$ cat config.mk
export PLATFORM = sky130hd
export DESIGN_NAME = mdfr_core
export DESIGN_NICKNAME = d
export VERILOG_FILES = /design/src/rtl/mdfr_pkg.sv /design/src/rtl/mdfr_deg_if.sv /design/src/rtl/mdfr_core.sv /design/src/rtl/mdfr_deglitch.sv
export SDC_FILE = /design/constraint.sdc
export NUM_CORES = 1
export LEC_CHECK = 0
export BUFFER_PORTS_ARGS = -buffer_cell sky130_fd_sc_hd__buf_2
export CORE_MARGIN = 2
export CORE_UTILIZATION = 55
export DETAILED_ROUTE_END_ITERATION = 10
export GPL_TIMING_DRIVEN = 0
export HOLD_SLACK_MARGIN = 0.1
export PLACE_DENSITY = 0.83
export SLEW_MARGIN = 40
export SYNTH_ARGS = -nofsm -noshare
export SYNTH_HDL_FRONTEND = slang
export SYNTH_SLANG_ARGS = --single-unit
$ cat constraint.sdc
create_clock -name pclk -period 3.81 [get_ports pclk]
set_clock_uncertainty 0.15 [all_clocks]
set_input_delay 0.381 -clock pclk [delete_from_list [all_inputs] [get_ports pclk]]
set_output_delay 0.381 -clock pclk [all_outputs]
set_load 0.005 [all_outputs]
$ cat src/rtl/mdfr_pkg.sv
/*
  Package for the motor driver fault response block: register map,
  field positions, reset values, mode codes and timing counts.
  Assumes a 100 MHz pclk and a 32-bit APB slave.
*/
`default_nettype none
package mdfr_pkg;

  // Register byte offsets
  localparam logic [7:0] ADDR_OC_CFG     = 8'h00;
  localparam logic [7:0] ADDR_LIM_CFG    = 8'h04;
  localparam logic [7:0] ADDR_CMD        = 8'h08;
  localparam logic [7:0] ADDR_STATUS     = 8'h0c;
  localparam logic [7:0] ADDR_RETRY_CFG  = 8'h10;

  // Overcurrent config fields
  localparam int OC_MODE_LSB    = 0;  // 2 bits
  localparam int OC_DEG_LSB     = 4;  // 2 bits
  localparam int THERMAL_WARNING_REPORT_EN_BIT    = 8;
  // Limit config fields
  localparam int CMP_MODE_LSB   = 0;  // 4 bits
  localparam int CMP_DEG_LSB    = 4;  // 2 bits
  localparam int ADC_MODE_LSB   = 8;  // 4 bits
  localparam int ADC_DEG_LSB    = 12; // 2 bits
  // Command fields
  localparam int CLR_BIT        = 0;
  // Retry config fields, in units of one retry tick
  localparam int RETRY_LSB      = 0;  // 8 bits
  localparam int LOCK_RETRY_TIME_LSB  = 8;  // 8 bits

  // Status bit positions
  localparam int ST_DRV_FAULT   = 0;
  localparam int ST_CTL_FAULT   = 1;
  localparam int ST_OC          = 2;
  localparam int ST_OC_FET_LSB  = 3;  // 6 bits, one per FET
  localparam int ST_CMP_LIM     = 9;
  localparam int ST_ADC_LIM     = 10;
  localparam int ST_OT          = 11;
  localparam int ST_OTW         = 12;
  localparam int ST_BUCK_OC     = 13;
  localparam int ST_W           = 14;

  // Reset values
  localparam logic [31:0] OC_CFG_RST    = 32'h0000_0000;
  localparam logic [31:0] LIM_CFG_RST   = 32'h0000_9999;
  localparam logic [31:0] RETRY_CFG_RST = 32'h0000_0a05;

  // Overcurrent mode codes
  localparam logic [1:0] OC_LATCH   = 2'h0;
  localparam logic [1:0] OC_RETRY   = 2'h1;
  localparam logic [1:0] OC_REPORT  = 2'h2;

  // Deglitch choices in ns, indexed by a 2-bit select
  localparam int DEG_NS_0 = 200;
  localparam int DEG_NS_1 = 500;
  localparam int DEG_NS_2 = 1000;
  localparam int DEG_NS_3 = 2000;
  localparam int CLK_MHZ  = 100;
  localparam int DEG_CYC_0 = (DEG_NS_0 * CLK_MHZ + 999) / 1000;
  localparam int DEG_CYC_1 = (DEG_NS_1 * CLK_MHZ + 999) / 1000;
  localparam int DEG_CYC_2 = (DEG_NS_2 * CLK_MHZ + 999) / 1000;
  localparam int DEG_CYC_3 = (DEG_NS_3 * CLK_MHZ + 999) / 1000;
  localparam int DEG_W     = 8;

  // Retry tick, in us; the count is a top parameter so a bench can shorten it
  localparam int RETRY_TICK_US  = 1000;
  localparam int RETRY_TICK_CYC = RETRY_TICK_US * CLK_MHZ;
  localparam int TICK_W         = 20;

  // Bridge drive codes
  localparam logic [1:0] BR_NORMAL = 2'h0;
  localparam logic [1:0] BR_OFF    = 2'h1;
  localparam logic [1:0] BR_ALL_HS = 2'h2;
  localparam logic [1:0] BR_ALL_LS = 2'h3;

endpackage : mdfr_pkg
`default_nettype wire

$ cat src/rtl/mdfr_deg_if.sv
/*
  Interface between the fault core and a deglitch filter: raw level in,
  select of the hold time, qualified event out.
  Assumes raw levels are already synchronised to pclk.
*/
`timescale 1ns/1ns
`default_nettype none
interface mdfr_deg_if;
  logic       raw;
  logic [1:0] sel;
  logic       qual;
  modport filt (input raw, input sel, output qual);
  modport core (output raw, output sel, input qual);
endinterface : mdfr_deg_if
`default_nettype wire

$ cat src/rtl/mdfr_core.sv
/*
  Fault response core of a three-phase driver: FET and buck overcurrent,
  comparator and ADC phase current limits, FET thermal warning.
  Assumes raw comparator inputs are asynchronous and a single pclk.
*/
// Register access over APB and the address map were left to the implementer.
// Overview of operation
// - FET overcurrent needs deglitch time exceeded
// - Two-bit mode: latch, retry, report, off
// - Latched OC: FETs off, fault low, flags
// - Latched OC resumes after clear, condition gone
// - Retry OC: resume after retry time
// - Retry OC: OC, FET flags stay until clear
// - Buck overcurrent: buck Hi-Z, enter reset
// - Comparator limit event after its deglitch
// - Comparator latched: bridge per code, clear
// - Comparator retry: bridge per code, auto clear
// - Comparator report keeps driving; 1xx1 ignores
// - ADC limit event after its deglitch
// - ADC latched: bridge per code, clear
// - ADC retry: bridge per code, auto clear
// - ADC report keeps driving; 1xx1 ignores
// - Warning reported only when enable set
// - Thermal warning takes no protective action
// - Warning held until clear and cool
`timescale 1ns/1ns
`default_nettype none
module mdfr_core #(
  parameter int RETRY_TICK_CYC = mdfr_pkg::RETRY_TICK_CYC
) (
  input  wire logic        pclk,
  input  wire logic        presetn,
  input  wire logic        ce,
  input  wire logic        psel,
  input  wire logic        penable,
  input  wire logic        pwrite,
  input  wire logic [7:0]  paddr,
  input  wire logic [31:0] pwdata,
  output logic      [31:0] prdata,
  output logic             pready,
  output logic             pslverr,
  input  wire logic [5:0]  fet_oc_raw,
  input  wire logic        buck_oc_raw,
  input  wire logic        cmp_lim_raw,
  input  wire logic        adc_lim_raw,
  input  wire logic        otw_raw,
  output logic             fault_out_n,
  output logic [1:0]       bridge_state,
  output logic             buck_hiz,
  output logic             reset_req
);
  typedef enum logic [2:0] {
    MDFR_RUN  = 3'b001,
    MDFR_HOLD = 3'b010,
    MDFR_WAIT = 3'b100
  } mdfr_st_t;

  // Two-flop synchronisers for the analog comparator levels
  logic [9:0] sync1_q, sync2_q;
  always_ff @(posedge pclk or negedge presetn) begin
    if (!presetn) begin
      sync1_q <= '0;
      sync2_q <= '0;
    end else if (ce) begin
      sync1_q <= {otw_raw, adc_lim_raw, cmp_lim_raw, buck_oc_raw, fet_oc_raw};
      sync2_q <= sync1_q;
    end
  end
  logic [5:0] fet_oc_s;
  logic       buck_s, cmp_s, adc_s, otw_s;
  assign fet_oc_s = sync2_q[5:0];
  assign buck_s   = sync2_q[6];
  assign cmp_s    = sync2_q[7];
  assign adc_s    = sync2_q[8];
  assign otw_s    = sync2_q[9];

  // Registers
  logic [31:0] oc_cfg_q, lim_cfg_q, retry_cfg_q;
  logic [mdfr_pkg::ST_W-1:0] st_q, st_d;
  logic clr_q;

  logic [1:0] oc_mode, oc_deg, cmp_deg, adc_deg;
  logic [3:0] cmp_mode, adc_mode;
  logic       thermal_warning_report_en;
  assign oc_mode  = oc_cfg_q[mdfr_pkg::OC_MODE_LSB +: 2];
  assign oc_deg   = oc_cfg_q[mdfr_pkg::OC_DEG_LSB +: 2];
  assign thermal_warning_report_en  = oc_cfg_q[mdfr_pkg::THERMAL_WARNING_REPORT_EN_BIT];
  assign cmp_mode = lim_cfg_q[mdfr_pkg::CMP_MODE_LSB +: 4];
  assign cmp_deg  = lim_cfg_q[mdfr_pkg::CMP_DEG_LSB +: 2];
  assign adc_mode = lim_cfg_q[mdfr_pkg::ADC_MODE_LSB +: 4];
  assign adc_deg  = lim_cfg_q[mdfr_pkg::ADC_DEG_LSB +: 2];

  // Deglitch filters, one per FET plus buck, comparator and ADC limits
  logic [5:0] fet_oc_q;
  logic       buck_ev, cmp_ev, adc_ev;
  for (genvar i = 0; i < 6; i++) begin : g_fet
    mdfr_deg_if fd ();
    assign fd.raw = fet_oc_s[i];
    assign fd.sel = oc_deg;
    assign fet_oc_q[i] = fd.qual;
    mdfr_deglitch u_deg (.pclk(pclk), .presetn(presetn), .ce(ce), .dg(fd));
  end
  mdfr_deg_if bd ();
  assign bd.raw = buck_s;
  assign bd.sel = oc_deg;
  assign buck_ev = bd.qual;
  mdfr_deglitch u_buck (.pclk(pclk), .presetn(presetn), .ce(ce), .dg(bd));
  mdfr_deg_if cd ();
  assign cd.raw = cmp_s;
  assign cd.sel = cmp_deg;
  assign cmp_ev = cd.qual;
  mdfr_deglitch u_cmp (.pclk(pclk), .presetn(presetn), .ce(ce), .dg(cd));
  mdfr_deg_if ad ();
  assign ad.raw = adc_s;
  assign ad.sel = adc_deg;
  assign adc_ev = ad.qual;
  mdfr_deglitch u_adc (.pclk(pclk), .presetn(presetn), .ce(ce), .dg(ad));

  // APB decode; zero wait states
  logic acc, wr, rd_ok;
  assign acc   = psel & penable;
  assign wr    = acc & pwrite;
  assign rd_ok = (paddr == mdfr_pkg::ADDR_OC_CFG) | (paddr == mdfr_pkg::ADDR_LIM_CFG)
               | (paddr == mdfr_pkg::ADDR_CMD) | (paddr == mdfr_pkg::ADDR_STATUS)
               | (paddr == mdfr_pkg::ADDR_RETRY_CFG);
  logic [31:0] rd_mux;
  assign rd_mux = (paddr == mdfr_pkg::ADDR_OC_CFG)    ? oc_cfg_q :
                  (paddr == mdfr_pkg::ADDR_LIM_CFG)   ? lim_cfg_q :
                  (paddr == mdfr_pkg::ADDR_RETRY_CFG) ? retry_cfg_q :
                  (paddr == mdfr_pkg::ADDR_STATUS)    ? {18'h0, st_q} : 32'h0;

  always_ff @(posedge pclk or negedge presetn) begin
    if (!presetn) begin
      oc_cfg_q    <= mdfr_pkg::OC_CFG_RST;
      lim_cfg_q   <= mdfr_pkg::LIM_CFG_RST;
      retry_cfg_q <= mdfr_pkg::RETRY_CFG_RST;
      clr_q       <= 1'b0;
      prdata      <= '0;
      pready      <= 1'b0;
      pslverr     <= 1'b0;
    end else if (ce) begin
      // Clear reads back as zero and lives for one cycle
      clr_q   <= wr & (paddr == mdfr_pkg::ADDR_CMD) & pwdata[mdfr_pkg::CLR_BIT];
      pready  <= psel & ~penable;
      pslverr <= psel & ~penable & ~rd_ok;
      prdata  <= (psel & ~penable & ~pwrite) ? rd_mux : 32'h0;
      if (wr && paddr == mdfr_pkg::ADDR_OC_CFG)    oc_cfg_q    <= pwdata;
      if (wr && paddr == mdfr_pkg::ADDR_LIM_CFG)   lim_cfg_q   <= pwdata;
      if (wr && paddr == mdfr_pkg::ADDR_RETRY_CFG) retry_cfg_q <= pwdata;
    end
  end

  // Ready is raised in the access cycle by the setup-cycle register above;
  // a write is taken when psel, penable and pwrite are all high; pready is not decoded.

  // Retry tick prescaler shared by both retry timers
  logic [mdfr_pkg::TICK_W-1:0] pre_q;
  logic                        tick;
  assign tick = (pre_q == mdfr_pkg::TICK_W'(RETRY_TICK_CYC - 1));
  always_ff @(posedge pclk or negedge presetn) begin
    if (!presetn) pre_q <= '0;
    else if (ce) pre_q <= tick ? '0 : pre_q + 1'b1;
  end

  // Per-fault response decode
  logic oc_act, oc_latch, oc_retry;
  assign oc_act   = |fet_oc_q && (oc_mode != 2'h3);
  assign oc_latch = oc_mode == mdfr_pkg::OC_LATCH;
  assign oc_retry = oc_mode == mdfr_pkg::OC_RETRY;

  function automatic logic lim_ignored(input logic [3:0] m);
    lim_ignored = m[3] & m[0]; // 1xx1
  endfunction : lim_ignored
  function automatic logic [1:0] lim_bridge(input logic [3:0] m);
    case (m[1:0])
      2'h2:    lim_bridge = mdfr_pkg::BR_ALL_HS;
      2'h3:    lim_bridge = mdfr_pkg::BR_ALL_LS;
      default: lim_bridge = mdfr_pkg::BR_OFF;
    endcase
  endfunction : lim_bridge

  logic cmp_on, adc_on;
  assign cmp_on = cmp_ev & ~lim_ignored(cmp_mode);
  assign adc_on = adc_ev & ~lim_ignored(adc_mode);

  // Separate state machines for the driver faults and the limit faults
  mdfr_st_t oc_st_q, oc_st_d, lk_st_q, lk_st_d;
  logic [7:0] oc_tmr_q, lk_tmr_q;
  logic [1:0] lk_br_q;
  logic       lk_is_cmp_q;
  logic       lk_evt, lk_retry_evt;
  logic [3:0] lk_mode_new;
  // A comparator in report mode must not pick the bridge for a latching converter event
  assign lk_mode_new  = (cmp_on & ~cmp_mode[3]) ? cmp_mode : adc_mode;
  assign lk_evt       = (cmp_on & ~cmp_mode[3]) | (adc_on & ~adc_mode[3]);
  assign lk_retry_evt = lk_mode_new[2];

  always_comb begin
    oc_st_d = oc_st_q;
    case (oc_st_q)
      MDFR_RUN:  if (oc_act && oc_latch) oc_st_d = MDFR_HOLD;
                 else if (oc_act && oc_retry) oc_st_d = MDFR_WAIT;
      // Leave only once the condition is gone and software cleared
      MDFR_HOLD: if (clr_q && !(|fet_oc_q)) oc_st_d = MDFR_RUN;
      MDFR_WAIT: if (tick && oc_tmr_q == 8'h0) oc_st_d = MDFR_RUN;
      default:   oc_st_d = MDFR_RUN;
    endcase
  end

  always_comb begin
    lk_st_d = lk_st_q;
    case (lk_st_q)
      MDFR_RUN:  if (lk_evt) lk_st_d = lk_retry_evt ? MDFR_WAIT : MDFR_HOLD;
      MDFR_HOLD: if (clr_q && !cmp_ev && !adc_ev) lk_st_d = MDFR_RUN;
      MDFR_WAIT: if (tick && lk_tmr_q == 8'h0) lk_st_d = MDFR_RUN;
      default:   lk_st_d = MDFR_RUN;
    endcase
  end

  always_ff @(posedge pclk or negedge presetn) begin
    if (!presetn) begin
      oc_st_q     <= MDFR_RUN;
      lk_st_q     <= MDFR_RUN;
      oc_tmr_q    <= '0;
      lk_tmr_q    <= '0;
      lk_br_q     <= mdfr_pkg::BR_OFF;
      lk_is_cmp_q <= 1'b0;
    end else if (ce) begin
      oc_st_q <= oc_st_d;
      lk_st_q <= lk_st_d;
      if (oc_st_q == MDFR_RUN) oc_tmr_q <= retry_cfg_q[mdfr_pkg::RETRY_LSB +: 8];
      else if (tick && oc_tmr_q != 8'h0) oc_tmr_q <= oc_tmr_q - 1'b1;
      if (lk_st_q == MDFR_RUN) begin
        lk_tmr_q    <= retry_cfg_q[mdfr_pkg::LOCK_RETRY_TIME_LSB +: 8];
        lk_br_q     <= lim_bridge(lk_mode_new);
        lk_is_cmp_q <= cmp_on & ~cmp_mode[3];
      end else if (tick && lk_tmr_q != 8'h0) begin
        lk_tmr_q <= lk_tmr_q - 1'b1;
      end
    end
  end

  // Status flags: hardware set wins over clear
  logic oc_rel, lk_rel_auto;
  assign oc_rel      = (oc_st_q == MDFR_WAIT) && (oc_st_d == MDFR_RUN);
  assign lk_rel_auto = (lk_st_q == MDFR_WAIT) && (lk_st_d == MDFR_RUN);
  logic otw_set;
  assign otw_set = otw_s & thermal_warning_report_en;

  always_comb begin
    st_d = st_q;
    if (clr_q) begin
      if (!(|fet_oc_q)) begin
        st_d[mdfr_pkg::ST_OC] = 1'b0;
        st_d[mdfr_pkg::ST_OC_FET_LSB +: 6] = 6'h0;
        // Retry releases its own fault; latch and report give way to a clear
        if (oc_st_q != MDFR_WAIT) st_d[mdfr_pkg::ST_DRV_FAULT] = 1'b0;
      end
      if (!cmp_ev) st_d[mdfr_pkg::ST_CMP_LIM] = 1'b0;
      if (!adc_ev) st_d[mdfr_pkg::ST_ADC_LIM] = 1'b0;
      if (!otw_s) begin
        st_d[mdfr_pkg::ST_OTW] = 1'b0;
        st_d[mdfr_pkg::ST_OT]  = 1'b0;
      end
      st_d[mdfr_pkg::ST_BUCK_OC] = 1'b0;
    end
    if (oc_rel) st_d[mdfr_pkg::ST_DRV_FAULT] = 1'b0;
    if (lk_rel_auto) begin
      if (lk_is_cmp_q) st_d[mdfr_pkg::ST_CMP_LIM] = 1'b0;
      else st_d[mdfr_pkg::ST_ADC_LIM] = 1'b0;
    end
    if (!st_d[mdfr_pkg::ST_CMP_LIM] && !st_d[mdfr_pkg::ST_ADC_LIM])
      st_d[mdfr_pkg::ST_CTL_FAULT] = 1'b0;
    if (oc_act && (oc_latch || oc_retry || oc_mode == mdfr_pkg::OC_REPORT)) begin
      st_d[mdfr_pkg::ST_DRV_FAULT] = 1'b1;
      st_d[mdfr_pkg::ST_OC] = 1'b1;
      st_d[mdfr_pkg::ST_OC_FET_LSB +: 6] = st_d[mdfr_pkg::ST_OC_FET_LSB +: 6] | fet_oc_q;
    end
    if (cmp_on) begin
      st_d[mdfr_pkg::ST_CMP_LIM]   = 1'b1;
      st_d[mdfr_pkg::ST_CTL_FAULT] = 1'b1;
    end
    if (adc_on) begin
      st_d[mdfr_pkg::ST_ADC_LIM]   = 1'b1;
      st_d[mdfr_pkg::ST_CTL_FAULT] = 1'b1;
    end
    if (otw_set) begin
      st_d[mdfr_pkg::ST_OTW] = 1'b1;
      st_d[mdfr_pkg::ST_OT]  = 1'b1;
    end
    if (buck_ev) st_d[mdfr_pkg::ST_BUCK_OC] = 1'b1;
  end

  always_ff @(posedge pclk or negedge presetn) begin
    if (!presetn) st_q <= '0;
    else if (ce) st_q <= st_d;
  end

  // Outputs, all registered; a warning never touches the bridge
  logic [1:0] br_d;
  logic       flt_d;
  assign br_d = (oc_st_d != MDFR_RUN) ? mdfr_pkg::BR_OFF :
                (lk_st_d != MDFR_RUN) ? ((lk_st_q == MDFR_RUN) ? lim_bridge(lk_mode_new)
                                                               : lk_br_q) :
                mdfr_pkg::BR_NORMAL;
  assign flt_d = (oc_st_d != MDFR_RUN) | (lk_st_d != MDFR_RUN)
               | st_d[mdfr_pkg::ST_OTW] | st_d[mdfr_pkg::ST_CTL_FAULT]
               | (st_d[mdfr_pkg::ST_OC] & (oc_mode == mdfr_pkg::OC_REPORT));

  always_ff @(posedge pclk or negedge presetn) begin
    if (!presetn) begin
      fault_out_n  <= 1'b1;
      bridge_state <= mdfr_pkg::BR_OFF;
      buck_hiz     <= 1'b0;
      reset_req    <= 1'b0;
    end else if (ce) begin
      fault_out_n  <= ~flt_d;
      bridge_state <= br_d;
      // Buck trip: switches Hi-Z and requests a reset; both follow the qualified event and drop with it
      buck_hiz     <= buck_ev;
      reset_req    <= buck_ev;
    end
  end

  a_oc_latch_off: assert property (@(posedge pclk) disable iff (!presetn)
    ce && oc_st_q == MDFR_RUN && oc_act && oc_latch |=> bridge_state == mdfr_pkg::BR_OFF
      && !fault_out_n) else $error("latched overcurrent did not shut off");
  a_oc_hold_stay: assert property (@(posedge pclk) disable iff (!presetn)
    oc_st_q == MDFR_HOLD && !clr_q |=> oc_st_q == MDFR_HOLD)
    else $error("latched overcurrent released without clear");
  // A clear in the release cycle may legally drop the flag, so it is left out
  a_oc_retry_rel: assert property (@(posedge pclk) disable iff (!presetn)
    ce && oc_rel && !oc_act && !clr_q && st_q[mdfr_pkg::ST_OC]
      |=> !st_q[mdfr_pkg::ST_DRV_FAULT] && st_q[mdfr_pkg::ST_OC])
    else $error("retry release flags wrong");
  a_clr_pulse: assert property (@(posedge pclk) disable iff (!presetn)
    ce && clr_q |=> !clr_q) else $error("clear lasted more than one cycle");
  a_otw_gate: assert property (@(posedge pclk) disable iff (!presetn)
    ce && !thermal_warning_report_en && !st_q[mdfr_pkg::ST_OTW] |=> !st_q[mdfr_pkg::ST_OTW])
    else $error("warning reported while disabled");
  a_otw_no_act: assert property (@(posedge pclk) disable iff (!presetn)
    ce && oc_st_q == MDFR_RUN && lk_st_q == MDFR_RUN && oc_st_d == MDFR_RUN
      && lk_st_d == MDFR_RUN |=> bridge_state == mdfr_pkg::BR_NORMAL)
    else $error("bridge disturbed without fault");
  a_lim_ignore: assert property (@(posedge pclk) disable iff (!presetn)
    ce && !adc_ev && lim_ignored(cmp_mode) && lk_st_q == MDFR_RUN |=> lk_st_q == MDFR_RUN)
    else $error("ignored comparator mode acted");
  a_lk_hs_drive: assert property (@(posedge pclk) disable iff (!presetn)
    ce && oc_st_q == MDFR_RUN && !oc_act && lk_st_q == MDFR_RUN && lk_evt
      && lk_mode_new[1:0] == 2'h2 |=> bridge_state == mdfr_pkg::BR_ALL_HS)
    else $error("limit high-side drive wrong");
  a_buck_hiz: assert property (@(posedge pclk) disable iff (!presetn)
    ce && buck_ev |=> buck_hiz && reset_req) else $error("buck trip not acted");
  c_oc_latch: cover property (@(posedge pclk) oc_st_q == MDFR_HOLD ##1 oc_st_q == MDFR_RUN);
  c_oc_retry: cover property (@(posedge pclk) oc_rel);
  c_lk_retry: cover property (@(posedge pclk) lk_rel_auto);
  c_otw:      cover property (@(posedge pclk) otw_set && !fault_out_n);
endmodule : mdfr_core
`default_nettype wire

$ cat src/rtl/mdfr_deglitch.sv
/*
  Deglitch filter: qual goes high once raw has stayed high for more
  than the selected hold time, and falls with raw.
  Assumes raw is synchronous to pclk.
*/
`timescale 1ns/1ns
`default_nettype none
module mdfr_deglitch (
  input  wire logic  pclk,
  input  wire logic  presetn,
  input  wire logic  ce,
  mdfr_deg_if.filt   dg
);
  logic [mdfr_pkg::DEG_W-1:0] cnt_q;
  logic [mdfr_pkg::DEG_W-1:0] lim;
  logic                       done;

  function automatic logic [mdfr_pkg::DEG_W-1:0] deg_cyc(input logic [1:0] s);
    case (s)
      2'h0:    deg_cyc = mdfr_pkg::DEG_W'(mdfr_pkg::DEG_CYC_0);
      2'h1:    deg_cyc = mdfr_pkg::DEG_W'(mdfr_pkg::DEG_CYC_1);
      2'h2:    deg_cyc = mdfr_pkg::DEG_W'(mdfr_pkg::DEG_CYC_2);
      default: deg_cyc = mdfr_pkg::DEG_W'(mdfr_pkg::DEG_CYC_3);
    endcase
  endfunction : deg_cyc

  assign lim  = deg_cyc(dg.sel);
  // Strictly longer than the hold time
  assign done = (cnt_q > lim);

  always_ff @(posedge pclk or negedge presetn) begin
    if (!presetn) begin
      cnt_q <= '0;
    end else if (ce) begin
      if (!dg.raw) cnt_q <= '0;
      else if (!done) cnt_q <= cnt_q + 1'b1;
    end
  end

  assign dg.qual = dg.raw & done;
endmodule : mdfr_deglitch
`default_nettype wire

After elaboration in Yosys (flattened, before gate mapping)
Index checks and enable logic that the tools add are counted.
Widths: inputs -> output; s select.
{"block": "word_totals", "regBits": 286, "in_bits": 56, "out_inout_bits": 39, "elab_cells": 258}
{"block": "op_classes", "addsub": 12, "n_lt_le_gt_ge": 9, "eq_ne": 38, "muxes": 67, "bitwise_logic": 42, "n_reduce_logical": 58}
{"cell": "$mux 8", "n": 22}
{"cell": "$mux 32", "n": 4}
{"cell": "$add 8x1->8 const B", "n": 9}
{"cell": "$gt 8x8->1", "n": 9}
{"cell": "$pmux 8 s3", "n": 3}
{"cell": "$reduce_and 2->1", "n": 16}
{"cell": "$mux 3", "n": 9}
{"cell": "$and 1x1->1", "n": 24}
{"cell": "$logic_not 8->1", "n": 3}
{"cell": "$add 20x1->20 const B", "n": 1}
{"cell": "$eq 20x17->1 const B", "n": 1}
{"cell": "$mux 20", "n": 1}
{"cell": "$ne 2x2->1 const B", "n": 10}
{"cell": "$pmux 3 s3", "n": 2}
{"cell": "$logic_and 1x1->1", "n": 17}
{"cell": "$eq 8x4->1 const B", "n": 2}
{"cell": "$reduce_bool 8->1", "n": 2}
{"cell": "$sub 8x1->8 const B", "n": 2}
{"cell": "$mux 1", "n": 15}
{"cell": "$mux 14", "n": 1}
{"cell": "$mux 7", "n": 2}
{"cell": "$eq 2x2->1 const B", "n": 6}
{"cell": "$eq 3x1->1 const B", "n": 4}
{"cell": "$mux 12", "n": 1}
{"cell": "22 further kinds", "n": 60}

Depth between registers and ports, before layout
{"block": "depth", "word_depth": 21, "ltp_mapped": 12, "ltp_nobuf": 11}

Modules after synthesis
A second synthesis with hierarchy kept.
{"block": "unflattened", "hier_cells": 1497, "hier_area_um2": 16321.9}
{"module": "mdfr_core", "instances": 1, "cells_each": 813, "area_each_um2": 9780.6}
{"module": "mdfr_deglitch (g_fet[2].u_deg ...)", "instances": 7, "cells_each": 76, "area_each_um2": 728.2}
{"module": "mdfr_deglitch (g_fet[0].u_deg ...)", "instances": 2, "cells_each": 76, "area_each_um2": 721.9}

Least setup slack after synthesis
No wires, ideal clock.
{"block": "synth_timing", "kind": "register -> register", "start": "reg oc_cfg_q[4]", "end": "reg fault_out_n", "setup_ps": 96, "t_arrival_ps": 3561, "required_ps": 3564, "slack_ps": 4, "path_stages_with_launch": 12, "n_path_buf": 0, "synth_period_minus_slack_ps": 3806, "path_cell_list": "dfrtp_1 > ha_1 > inv_1 > o21ai_0 > ha_1 > nand4_1 > or4b_1 > o311a_2 > or2_1 > o31ai_1 > or3b_4 > o32ai_1"}
{"block": "synth_between", "elab_chain_len": 16, "word_cells_on_any_way": 37}
{"item": "from (decl)", "line_no": "mdfr_core.sv:78", "rtl": "logic [31:0] oc_cfg_q, lim_cfg_q, retry_cfg_q;"}
{"item": "from (signal assigned)", "line_no": "mdfr_core.sv:134", "rtl": "oc_cfg_q <= mdfr_pkg::OC_CFG_RST;"}
{"item": "from (signal assigned)", "line_no": "mdfr_core.sv:147", "rtl": "if (wr && paddr == mdfr_pkg::ADDR_OC_CFG) oc_cfg_q <= pwdata;"}
{"item": "$eq 2x2->1 (tied with other cells)", "line_no": "mdfr_deglitch.sv:19", "rtl": "case (s)"}
{"item": "$pmux 8 s3 *", "line_no": "mdfr_deglitch.sv:19"}
{"item": "$gt 8x8->1", "line_no": "mdfr_deglitch.sv:29", "rtl": "assign done = (cnt_q > lim);"}
{"item": "$and 1x1->1", "line_no": "mdfr_deglitch.sv:40", "rtl": "assign dg.qual = dg.raw & done;"}
{"item": "$reduce_or 6->1 *", "line_no": "mdfr_core.sv:167, mdfr_core.sv:204, mdfr_core.sv:253"}
{"item": "$logic_and 1x1->1", "line_no": "mdfr_core.sv:167", "rtl": "assign oc_act = |fet_oc_q && (oc_mode != 2'h3);"}
{"item": "$logic_and 1x1->1", "line_no": "mdfr_core.sv:202", "rtl": "else if (oc_act && oc_retry) oc_st_d = MDFR_WAIT;"}
{"item": "$mux 3", "line_no": "mdfr_core.sv:202"}
{"item": "$mux 3", "line_no": "mdfr_core.sv:201", "rtl": "MDFR_RUN: if (oc_act && oc_latch) oc_st_d = MDFR_HOLD;"}
{"item": "$pmux 3 s3", "line_no": "mdfr_core.sv:200", "rtl": "case (oc_st_q)"}
{"item": "$ne 3x1->1", "line_no": "mdfr_core.sv:306", "rtl": "assign flt_d = (oc_st_d != MDFR_RUN) | (lk_st_d != MDFR_RUN)"}
{"item": "$or 1x1->1", "line_no": "mdfr_core.sv:306"}
{"item": "$or 1x1->1 (2 in a row)", "line_no": "mdfr_core.sv:307", "rtl": "| st_d[mdfr_pkg::ST_OTW] | st_d[mdfr_pkg::ST_CTL_FAULT]"}
{"item": "$or 1x1->1 *", "line_no": "mdfr_core.sv:308", "rtl": "| (st_d[mdfr_pkg::ST_OC] & (oc_mode == mdfr_pkg::OC_REPORT));"}
{"item": "$not 1->1 *", "line_no": "mdfr_core.sv:317", "rtl": "fault_out_n <= ~flt_d;"}
{"item": "to (signal assigned)", "line_no": "mdfr_core.sv:317"}
{"item": "to (decl)", "line_no": "mdfr_core.sv:47", "rtl": "output logic fault_out_n,"}
Mark *: on every way between the ends. The rest lies on a longest branch, timed or not. The select of a mux whose other input is x is not followed.
A chain may end at the register's enable or synchronous reset.

Worst setup path in the final report
{"block": "layout_timing", "start": "reg oc_cfg_q[5]", "end": "reg fault_out_n"}
Same word-level chain as after synthesis.

==> flow_metrics.env <==
export IMPL_outcome="finished with violations"
export IMPL_violations="design-rule violations"
export IMPL_crit_type="reg2reg"
export IMPL_synth_cells=1387
export IMPL_synth_cell_types=72
export IMPL_synth_edff_count=0
export IMPL_flow_area_growth_from_synthesis_pct=18.5
export IMPL_first_pass_iters=8
export IMPL_reg2reg_depth=11
export IMPL_cp_start_kind="flop"
export IMPL_layout_commonest_cell="dfrtp_1"
export IMPL_ys_ff_latch=286
export IMPL_max_freq_mhz=270
export IMPL_dieWidth_um=167
export IMPL_layout_common_cells="dfrtp_1, nand2_1, mux2_2"
export IMPL_maxCapViolations=0
export IMPL_initial_core_util_pct=56.2
export IMPL_p_int_mw=5.33
export IMPL_crit_chain="inv_1 -> ha_4 -> clkinvlp_4 -> ha_4 -> nand4_1 -> or4b_1 -> o311a_4 -> or2_4 -> o31ai_2 -> or3b_4 -> o32ai_1"
export IMPL_yosysTopAreaCellShare_pct=45.8
export IMPL_synth_nets=1531
export IMPL_p_leak_nw=8.10
export IMPL_layout_drive_gt1_share_pct=21.3
export IMPL_maxSlewHeadroom_pct=43.3
export IMPL_drtIter0Drc=1091
export IMPL_ys_warn_count=0
export IMPL_r2r_start="oc_cfg_q[5]$_DFFE_PN0P_"
export IMPL_clock_path_buffers=3
export IMPL_drc_errors=2
export IMPL_die_area_um2=28000
export IMPL_grt_remaining_overflow=0
export IMPL_cp_slowest_stage_delay_ps=550
export IMPL_die_h_um=167
export IMPL_drv_slew=0
export IMPL_gp_congestion=0.924
export IMPL_clk_transition_reported_paths_ps=70
export IMPL_grt_pass1_wl_um=64700
export IMPL_rsz0062_at_grt="false"
export IMPL_root_buffer="clkbuf_16"
export IMPL_grt_total_usage_pct=28.5
export IMPL_fin_nets=1716
export IMPL_syn_area_per_cell_um2=10.6
export IMPL_ir_drop_v=0.000360
export IMPL_grt_max_degree=80
export IMPL_endpoint_kind="flop"
export IMPL_wirelength_um=40200
export IMPL_hold_start="paddr[1]"
export IMPL_synth_ff_type="dfrtp_1"
export IMPL_swShare_pct=26.9
export IMPL_holdPathEnd="clr_q$_DFFE_PN0P_"
export IMPL_worst_pin_slew_ps=851
export IMPL_crit_top_cell="ha_4"
export IMPL_r2r_slack_ps=100
export IMPL_critPathRequiredTime_ps=4130
export IMPL_cts_buffers=30
export IMPL_syn_area_um2=14700
export IMPL_grt_pass1_vias=12400
export IMPL_dp_hpwl_um=27100
export IMPL_fin_setup_tns_ps=0
export IMPL_yosys_top_cells_area="dfrtp_1, mux2_2, ha_1"
export IMPL_p_sw_mw=1.96
export IMPL_diodes=0
export IMPL_whs_ps=137
export IMPL_dr_total_vias=12200
export IMPL_antenna_left=0
export IMPL_post_route_util_pct=66.6
export IMPL_period_minus_slack_ps=3710
export IMPL_p_seq_share_pct=47.4
export IMPL_antenna_found_initial=0
export IMPL_min_path_type="in2reg"
export IMPL_arrival_ps=4020
export IMPL_core_area_um2=26100
export IMPL_insertion_delay_ps=560
export IMPL_cts_tree="done"
export IMPL_wl_per_cell_um=20.8
export IMPL_setup_viol=0
export IMPL_crit_fanout=6
export IMPL_p_per_area_nw_per_um2=419
export IMPL_comb_power_share_pct=11.6
export IMPL_fillers=1904
export IMPL_yosysTopAreaCell="dfrtp_1"
export IMPL_timing_final_crit_share_pct=97.3
export IMPL_holdPathStages=3
export IMPL_rows=59
export IMPL_async_reset_ff_share_pct=100
export IMPL_p_clk_share_pct=40.9
export IMPL_r2r_end="fault_out_n$_DFFE_PN1P_"
export IMPL_vias_per_cell=6.31
export IMPL_htree_levels=1
export IMPL_cts_sinks=286
export IMPL_slowest_stage="or4b_1"
export IMPL_synth_seq_area_share_pct=48.8
export IMPL_io_pins=95
export IMPL_hold_viol_final=0
export IMPL_io_buffers=94
==> cell families (layout without fill, tap and decap cells) <==
logic type / count (synthesis) / in the layout / share of synthesized area (%)
adder cells (fa/ha/maj): 88 / 88 / 7.49
XOR/XNOR: 46 / 46 / 2.74
multiplexers: 119 / 119 / 9.04
flip-flops: 286 / 286 / 48.8
AND/OR/NAND/NOR: 410 / 410 / 14.3
AO/OA/AOI/OAI: 334 / 334 / 14.7
buffers and inverters: 104 / 312 / 2.84
==> synth_stat cells (5+ instances only) <==
master     count
a211oi_1       9
a21o_1         6
a21oi_1       88
a222oi_1      18
a22o_1        15
a22oi_1        6
a31oi_1        6
and2_1         5
and3_1        18
buf_1          5
buf_2         10
clkbuf_1      36
dfrtp_1      269
dfstp_2       17
ha_1          88
inv_1         49
mux2_2       110
mux2i_1        9
nand2_1      110
nand2b_1      11
nand3_1       28
nand3b_1       9
nand4_1       39
nor2_1        99
nor2b_1       11
nor3_1        23
nor4_1         9
o21ai_0      105
o2bb2ai_1     38
o31ai_1        6
or3_1         13
xnor2_1       17
xor2_1        29
==> flip-flops by register name (all words and copies together), names as in the netlist, 2 cells and up <==
name,flops
g_fet.u_deg.cnt_q,48
lim_cfg_q,32
oc_cfg_q,32
prdata,32
retry_cfg_q,32
pre_q,20
st_q,14
sync1_q,10
sync2_q,10
lk_tmr_q,8
oc_tmr_q,8
u_adc.cnt_q,8
u_buck.cnt_q,8
u_cmp.cnt_q,8
lk_st_q,3
oc_st_q,3
bridge_state,2
lk_br_q,2
==> timing repair <==
item / in CTS / in global routing
gates resized for setup: 9 / 15
pin swaps: 0 / 2
hold endpoints to repair: 208 / 0
setup endpoints to repair: 65 / 12
buffers inserted: 7 / 4
hold buffers: 44 / 0
==> worst max-delay path: cells and delay by family, from the launching register on <==
| family | cells | cell delay (ps) |
|---|---|---|
| adders and majority gates | 2 | 640 |
| and+or+nand+nor | 4 | 1390 |
| AOI/OAI and AO/OA | 3 | 700 |
| DFF | 1 | 410 |
| buffers and inverters | 2 | 320 |
==> through the flow <==
stage                     power, mW  std cells  setup slack, ps  cell area (um2)
after CTS                      7.27       1926             53.3            17300
after floorplan                3.94       1387             3.55            14700
after global placement         4.20       1816            -2970            15600
final                          7.29       1930              101            17400
after detailed placement       4.27       1820             -881            15700
after global routing           7.57       1930             2.35            17400
==> metal layers <==
metal	global-route usage, %	share of wire (%)	vias to the layer above
met5	0	0	-
met2	47.3	48	551
met3	5.65	8.1	129
met1	37.1	40	6035
li1	-	-	5463
met4	11.5	3.7	0
==> layout make-up <==
class	count	area (um2)	area share, %
multi-input combinational	997	7260	41.7
sequential	286	7180	41.2
timing repair buffer	153	1130	6.47
clock buffer	41	873	5.02
tap	335	419	2.41
buffer	55	236	1.36
inverter	49	191	1.10
clock inverter	14	128	0.733
==> worst max path at each step <==
stage	start	to	slack (ps)	depth (start not counted)
after floorplan	oc_cfg_q[4]$_DFFE_PN0P_	fault_out_n$_DFFE_PN1P_	4	11
after global placement	presetn	prdata[18]$_DFFE_PN0P_	-2970	1
after global routing	oc_cfg_q[4]$_DFFE_PN0P_	fault_out_n$_DFFE_PN1P_	2	11
after detailed placement	oc_cfg_q[4]$_DFFE_PN0P_	st_q[5]$_DFFE_PN0P_	-880	11
after CTS	lim_cfg_q[12]$_DFFE_PN1P_	fault_out_n$_DFFE_PN1P_	50	11
final	oc_cfg_q[5]$_DFFE_PN0P_	fault_out_n$_DFFE_PN1P_	100	11
==> power groups by stage <==
stage                     Combinational, mW  Sequential (mW)  Clock, mW
after global routing                  0.953             3.48       3.13
after floorplan                       0.511             3.43          0
after CTS                             0.829             3.45       2.99
after detailed placement              0.778             3.50          0
after global placement                0.710             3.49          0
final                                 0.847             3.46       2.98
Power figures use the tool's default switching activity.
